`config.mk`:
```
export PLATFORM = sky130hd
export DESIGN_NAME = regbuf_top
export DESIGN_NICKNAME = d
export VERILOG_FILES = /design/src/verilog/regbuf_pkg.sv /design/src/verilog/parity_checker.sv /design/src/verilog/regbuf_top.sv
export SDC_FILE = /design/constraint.sdc
export NUM_CORES = 1
export LEC_CHECK = 0
export BUFFER_PORTS_ARGS = -buffer_cell sky130_fd_sc_hd__buf_2
export CORE_ASPECT_RATIO = 1.25
export CORE_UTILIZATION = 45
export DETAILED_ROUTE_END_ITERATION = 16
export GPL_ROUTABILITY_DRIVEN = 0
export PLACE_DENSITY_LB_ADDON = 0.3
export SLEW_MARGIN = 20
export SYNTH_ARGS = -nofsm -noshare
export SYNTH_HDL_FRONTEND = slang
export SYNTH_SLANG_ARGS = --single-unit
```
`constraint.sdc`:
```
create_clock -name mclk -period 3.1 [get_ports mclk]
set_input_delay 0.775 -clock mclk [delete_from_list [all_inputs] [get_ports mclk]]
set_output_delay 0.775 -clock mclk [all_outputs]
set_load 0.005 [all_outputs]
```
`src/verilog/regbuf_pkg.sv`:
```
// Package for the registered command buffer with delayed parity check.
// Assumes a single clock domain; used by both design files.
package regbuf_pkg;

  // ==========================================================================
  // Widths and reset values
  // ==========================================================================
  localparam int         DATA_W        = 22;
  localparam int         FAULT_CYCLES  = 2;
  localparam logic [1:0] HOLD_RESET    = 2'h0;
  localparam logic       FAULT_N_IDLE  = 1'h1;

  // One copy of every registered output; each bank carries one of these.
  typedef struct packed {
    logic [DATA_W-1:0] data;
    logic [1:0]        chip_select;
    logic [1:0]        clk_enable;
    logic [1:0]        termination;
  } bank_t;

  localparam bank_t BANK_RESET = '0;

  // Parity checker states.
  typedef enum logic [1:0] {
    CHK_IDLE = 2'b00,
    CHK_WAIT = 2'b01,
    CHK_HOLD = 2'b10
  } chk_state_t;

endpackage

```
`src/verilog/parity_checker.sv`:
```
// Delayed parity checker: compares captured data with a parity bit that
// arrives one cycle later, and drives an active-low fault pulse.
// Assumes inputs are already synchronised and reset is the released copy.
`timescale 1ns/1ps
module parity_checker
  import regbuf_pkg::*;
#(
  parameter int DATA_W = 22
) (
  input  wire logic              mclk,
  input  wire logic              rst_n,
  input  wire logic              ce,
  input  wire logic [DATA_W-1:0] data,
  input  wire logic              one_select,
  input  wire logic              parity_bit_in,
  output logic                   parity_fault_n
);
  import regbuf_pkg::*;

  // ==========================================================================
  // Pipeline of the data parity and of the check qualifier
  // ==========================================================================
  logic       data_par;
  logic       check_due;
  logic       mismatch;
  logic       mismatch_due;
  logic [1:0] hold;

  // Data parity is kept until the parity bit arrives one cycle later.
  always_ff @(posedge mclk or negedge rst_n) begin
    if (!rst_n) begin
      data_par  <= 1'b0;
      check_due <= 1'b0;
    end else if (ce) begin
      data_par  <= ^data;
      check_due <= one_select;
    end
  end

  // Mismatch is evaluated, then reported one extra cycle later.
  always_ff @(posedge mclk or negedge rst_n) begin
    if (!rst_n) begin
      mismatch     <= 1'b0;
      mismatch_due <= 1'b0;
    end else if (ce) begin
      mismatch     <= data_par ^ parity_bit_in;
      mismatch_due <= check_due;
    end
  end

  // Fault output is held low for two cycles per error; a new error restarts it.
  always_ff @(posedge mclk or negedge rst_n) begin
    if (!rst_n) begin
      hold           <= HOLD_RESET;
      parity_fault_n <= FAULT_N_IDLE;
    end else if (ce) begin
      if (mismatch_due && mismatch) begin
        hold           <= 2'(FAULT_CYCLES - 1);
        parity_fault_n <= 1'b0;
      end else if (hold != HOLD_RESET) begin
        hold           <= hold - 2'h1;
      end else begin
        parity_fault_n <= FAULT_N_IDLE;
      end
    end
  end
endmodule // parity_checker

```
`src/verilog/regbuf_top.sv`:
```
// Top of the 1:2 registered command buffer with delayed parity check.
// Assumes all pin inputs are asynchronous to mclk and are synchronised here;
// the open-drain fault pin is resolved outside from the enable.
`timescale 1ns/1ps

// Operation
// - Parity is computed over all 22 data inputs and compared with the parity bit.
// - A parity mismatch on a word with exactly one chip select low pulls the open-drain fault output low, else it is released.
// - Each detected error keeps the fault output low for two cycles.
// - The error is reported one extra cycle after the mismatch is evaluated.
// - With the gate enable high, data is captured only when a chip select is low.
// - With the gate enable low, data is captured on every rising edge.
// - All captures happen on the rising clock edge and outputs hold between edges.
// - The asynchronous active-low reset clears all storage but the checker's fault flop, which it sets high, and drives outputs low.
// - Reset also clears any pending error and releases the fault output.
// - A low fault output stays low for two cycles unless reset releases it.
// - The gate enable has no effect on parity checking or the fault output.
// - Clock-enable and termination inputs are registered on every edge, ungated.
module regbuf_top
  import regbuf_pkg::*;
#(
  parameter int DATA_W = regbuf_pkg::DATA_W
) (
  input  wire logic              mclk,
  input  wire logic              nrst,
  input  wire logic              ce,
  input  wire logic [DATA_W-1:0] data_in,
  input  wire logic              chip_select_in_0,
  input  wire logic              chip_select_in_1,
  input  wire logic              clk_enable_in_0,
  input  wire logic              clk_enable_in_1,
  input  wire logic              termination_in_0,
  input  wire logic              termination_in_1,
  input  wire logic              select_gate_enable,
  input  wire logic              parity_bit_in,
  output regbuf_pkg::bank_t      bank_a_outputs,
  output regbuf_pkg::bank_t      bank_b_outputs,
  output logic                   parity_fault_n_out,
  output logic                   parity_fault_n_oe
);
  import regbuf_pkg::*;

  // ==========================================================================
  // Reset release and input synchronisers
  // ==========================================================================
  localparam int IN_W = DATA_W + 8;

  logic            rst_meta;
  logic            rst_n;
  logic [IN_W-1:0] in_meta;
  logic [IN_W-1:0] in_sync;

  // Reset asserts at once and releases through two flops.
  always_ff @(posedge mclk or negedge nrst) begin
    if (!nrst) begin
      rst_meta <= 1'b0;
      rst_n    <= 1'b0;
    end else begin
      rst_meta <= 1'b1;
      rst_n    <= rst_meta;
    end
  end

  // Every pin passes two flops; only the second stage is read by logic.
  always_ff @(posedge mclk or negedge rst_n) begin
    if (!rst_n) begin
      in_meta <= '0;
      in_sync <= '0;
    end else if (ce) begin
      in_meta <= {parity_bit_in, select_gate_enable, termination_in_1,
                  termination_in_0, clk_enable_in_1, clk_enable_in_0,
                  chip_select_in_1, chip_select_in_0, data_in};
      in_sync <= in_meta;
    end
  end

  logic [DATA_W-1:0] d_s;
  logic [1:0]        cs_s;
  logic [1:0]        cke_s;
  logic [1:0]        odt_s;
  logic              gate_s;
  logic              par_s;

  assign d_s    = in_sync[DATA_W-1:0];
  assign cs_s   = in_sync[DATA_W+1:DATA_W];
  assign cke_s  = in_sync[DATA_W+3:DATA_W+2];
  assign odt_s  = in_sync[DATA_W+5:DATA_W+4];
  assign gate_s = in_sync[DATA_W+6];
  assign par_s  = in_sync[DATA_W+7];

  // ==========================================================================
  // Output banks
  // ==========================================================================
  logic  capture;
  bank_t next_bank;

  // Gating saves output toggling when no rank is selected.
  assign capture = !gate_s || (cs_s != 2'b11);

  always_comb begin
    next_bank             = bank_a_outputs;
    next_bank.chip_select = cs_s;
    next_bank.clk_enable  = cke_s;
    next_bank.termination = odt_s;
    if (capture) begin
      next_bank.data = d_s;
    end
  end

  // Both banks load from one next value so they always match.
  always_ff @(posedge mclk or negedge rst_n) begin
    if (!rst_n) begin
      bank_a_outputs <= BANK_RESET;
      bank_b_outputs <= BANK_RESET;
    end else if (ce) begin
      bank_a_outputs <= next_bank;
      bank_b_outputs <= next_bank;
    end
  end

  // ==========================================================================
  // Parity check and open-drain fault pin
  // ==========================================================================
  logic fault_n;
  logic one_select;

  // Check only when exactly one select is low, whatever the gate enable.
  assign one_select = (cs_s == 2'b01) || (cs_s == 2'b10);

  parity_checker #(
    .DATA_W (DATA_W)
  ) parity_checker_i (
    .mclk           (mclk),
    .rst_n          (rst_n),
    .ce             (ce),
    .data           (d_s),
    .one_select     (one_select),
    .parity_bit_in  (par_s),
    .parity_fault_n (fault_n)
  );

  // Pin output is a constant low; the enable flop decides pull-down.
  always_ff @(posedge mclk or negedge rst_n) begin
    if (!rst_n) begin
      parity_fault_n_out <= 1'b0;
      parity_fault_n_oe  <= 1'b0;
    end else if (ce) begin
      parity_fault_n_out <= 1'b0;
      parity_fault_n_oe  <= !fault_n;
    end
  end
endmodule // regbuf_top
```
==> reports/qor_table.md <==
| Parameter | This run | Unit |
| --- | --- | --- |
| Clock latency on the worst-skew pair | 0.35 | ns |
| Routed length per placed instance | 13.0 | µm |
| Worst setup timing slack at the placement stage | 0.936 | ns |
| Number of distinct library cells after synthesis | 21 | - |
| Boundary pin count | 91 | - |
| Post-Synthesis Net Count | 307 | - |
| Logic pwr share | 24.4 | % |
| WP buf/inv | 2 | - |
| Async set-reset flop share out of synthesis | 100 | % |
| Switching part of the total power | 27.3 | % |
| Final design instance area without fill | 0.00461 | mm² |
| Multiplexer share of the synthesized area | 25.2 | % |
| R2R cell count | 5 | - |
| CTS sink count | 98 | - |
| Placeable core region | 0.00870 | mm² |
| Share of cells above drive strength 1 | 58.5 | % |
| Post-synthesis sequential element count | 98 | - |
| Final cell utilization of the core | 53.0 | % |
| Mapped cell area | 0.00406 | mm² |
| Layout-stage area growth over the synthesis result | 13.7 | % |
| Count of standard-cell rows | 38 | - |
| Input/output buffers | 89 | - |
| Fill cell count | 772 | - |
| Highest achievable clock rate | 563 | MHz |
| Synthesized-area fraction occupied by ao, oa, aoi and oai cells | 0.956 | % |
| Met2 GRT Util | 21.7 | % |
| Overall routing resource usage | 14.3 | % |
| RSZ-0062 raised after global routing | false | - |
| Arrival time at the worst endpoint | 2.01 | ns |
| Most Frequent Cell on Critical Path | buf_4 | - |
| Worst min-delay path category | primary input to asynchronous set/reset pin | - |
| Die height | 108 | µm |
| Share of power burned in the clock network | 22.2 | % |
| Non-filler cells in the finished layout | 462 | - |
| Peak per-stage delay on the critical path | 0.38 | ns |
| Synthesized-area fraction occupied by and/or/nand/nor cells | 0.833 | % |
| Total power | 3.16 | mW |
| Number of detailed-routing iterations run before antenna repair | 3 | - |
| Number of synthesized flops with an enable pin | 0 | - |
| Run status | finished, final reports clean | - |
| Final number of max-transition violations | 0 | - |
| Hold slack | 0.185 | ns |
| Detailed placement HPWL | 4080 | µm |
| Share of total power in sequential cells | 53.4 | % |
| Cell area after placement | 0.00443 | mm² |
| Vias per Instance | 4.79 | - |
| Total inserted antenna cells | 0 | - |
| Via count | 2211 | - |
| Critical path depth | 4 | - |
| Rel. slew slack | 61.2 | % |
| Kind of launch point of the worst setup path | primary input | - |
| First-pass GRT wire length | 9940 | µm |
| Cell internal pwr | 2.30 | mW |
| Width of the die | 86.9 | µm |
| Maximum number of pins on one net before global-route repair | 87 | - |
| Most crowded layer after global routing | met2 | - |
| Crit end category | register | - |
| Worst path cell trace | buf_4, a21boi_2, buf_4, mux2_2 | - |
| Power density relative to cell area | 685 | mW/mm² |
| Setup violators final | 0 | - |
| Cells resized by post-CTS repair | 0 | - |
| Final critical delay including setup and external delays | 1.78 | ns |
| Worst Max-Slew Pin Slew | 0.582 | ns |
| Share of synthesized cell area in full adder, half adder and majority cells | 0.617 | % |
| Yosys synthesis warning count | 0 | - |
| WS Path Type | primary input to register | - |
| Final clock skew | 0.00767 | ns |
| Initial core utilization | 46.6 | % |
| Met1 GRT Util | 18.2 | % |
| Worst setup margin | 1.32 | ns |
| Main flop type after synthesis | dfrtp_1 | - |
| Top Family by Delay on Critical Path | buffers and inverters | - |
| Number of CTS-inserted buffers | 9 | - |
| TritonCTS clock tree | done | - |
| Max cap viols | 0 | - |
| Total congestion overflow | 0 | - |
| DIE AREA | 0.00940 | mm² |
| Reg clk slew, reported paths | 0.09 | ns |
| Post-synthesis instance total | 272 | - |
| Drt drc | 0 | - |
| Summed negative setup slack over all endpoints | 0 | ns |
| Final hold violations | 0 | - |
| Final worst path period share | 57.3 | % |
| DRC violation total after the first TritonRoute iteration | 48 | - |
| GR met3 Demand/Resource | 3.66 | % |
| Xor and xnor area share after synthesis | 4.87 | % |
| Residual antenna-violating net count after detailed routing | 0 | - |
| Via count of the first global-routing pass | 2081 | - |
| Final Net Count | 372 | - |
| Combinational family with the most area after synthesis | multiplexers | - |
| Cell with the largest stage delay on the worst path | mux2_2 | - |
| Mapped Avg Cell Area | 14.9 | µm² |
| Buffers from clock root to sink, at most | 2 | - |
| Largest fanout of any net on the critical path | 31 | - |
| Placed Cells | 445 | - |
| Highest ir drop seen on vdd | 0.307 | mV |
| Clock Tree Root | clkbuf_8 | - |
| Routed WL | 6000 | µm |
| H-tree Lvls | 3 | - |
| Number of antenna violations at the first check in global routing | 0 | - |
| Static Leak | 2.10 | nW |
| Number of buffers inserted for hold repair after clock tree synthesis | 0 | - |
| Switching power of the nets | 0.864 | mW |
| Buffers inserted by post-CTS timing repair | 0 | - |
| Sequential fraction of the synthesis area | 60.5 | % |
| Crit path required time | 3.34 | ns |
[power groups by stage]
stage | Combinational [mW] | Clock, mW | Sequential, mW
after floorplan | 0.620 | 0 | 1.70
after global placement | 0.759 | 0 | 1.72
after detailed placement | 0.775 | 0 | 1.73
after CTS | 0.776 | 0.737 | 1.71
after global routing | 0.862 | 0.785 | 1.73
final | 0.772 | 0.700 | 1.69
[cells in the mapped netlist, types with 2 or more instances]
cell type / number / area (µm²)
dfrtp_1: 97 / 2430
inv_1: 3 / 11.3
nand2_1: 5 / 18.8
o21ai_0: 2 / 10.0
buf_4: 29 / 218
nor2_1: 2 / 7.51
buf_2: 5 / 25.0
xor2_1: 3 / 26.3
ha_1: 2 / 25.0
mux2_2: 90 / 1010
conb_1: 2 / 7.51
xnor2_1: 17 / 149
a21oi_1: 3 / 15.0
clkbuf_1: 3 / 11.3
buf_1: 3 / 11.3
[logic make-up (layout without fill, tap and decap cells)]
logic type,count (synthesis),in the layout
xor gates and xnor gates,21,21
AOI/OAI and AO/OA,7,7
adders and majority gates,2,2
other,2,2
buffers and inverters,43,113
DFF,98,98
muxes,91,91
and+or+nand+nor,8,8
[routing by layer]
layer | wire length [µm] | vias to the layer above
li1 | - | 1027
met1 | 2660 | 1112
met2 | 2900 | 60
met3 | 309 | 12
met4 | 134 | 0
met5 | 0 | -
[sequential cells by signal (all words and copies together), names as in the netlist]
signal	flops
parity_checker_i.hold	2
parity_checker_i.data_par	1
parity_checker_i.mismatch	1
rst_meta	1
parity_checker_i.parity_fault_n	1
in_sync	30
parity_fault_n_oe	1
in_meta	30
bank_b_outputs	28
parity_checker_i.check_due	1
parity_checker_i.mismatch_due	1
rst_n	1
[worst paths after layout]
kind                            start  slack [ns]                         endpoint
min                              nrst        0.18                            rst_n
min reg2reg                     rst_n        0.34                      in_meta[21]
min in group mclk            rst_meta        0.37                            rst_n
max                                ce        1.32               bank_b_outputs[22]
max reg2reg                in_sync[8]        1.53        parity_checker_i.data_par
max in group asynchronous       rst_n        2.07  parity_checker_i.parity_fault_n
[area by class of cell]
cell class	count	area, µm²	area share [%]
Multi-Input combinational cell	131	1330	28.8
Timing Repair Buffer	94	498	10.8
Inverter	3	11.3	0.244
Sequential cell	98	2460	53.3
Clock inverter	4	28.8	0.624
Tap cell	120	150	3.26
Clock buffer	12	135	2.93
[cell usage in the layout (no fill, tap or decap), types with 2 or more instances in the layout]
cell type    n
ha_1         2
dfrtp_1     96
conb_1       2
clkbuf_8     9
buf_2       88
mux2_2      90
xor2_1       3
inv_1        3
o21ai_0      2
nor2_1       2
nand2_1      5
clkinvlp_4   2
buf_4        5
a21oi_1      3
xnor2_1     17
clkbuf_1     3
Power figures use the tool's default switching activity.
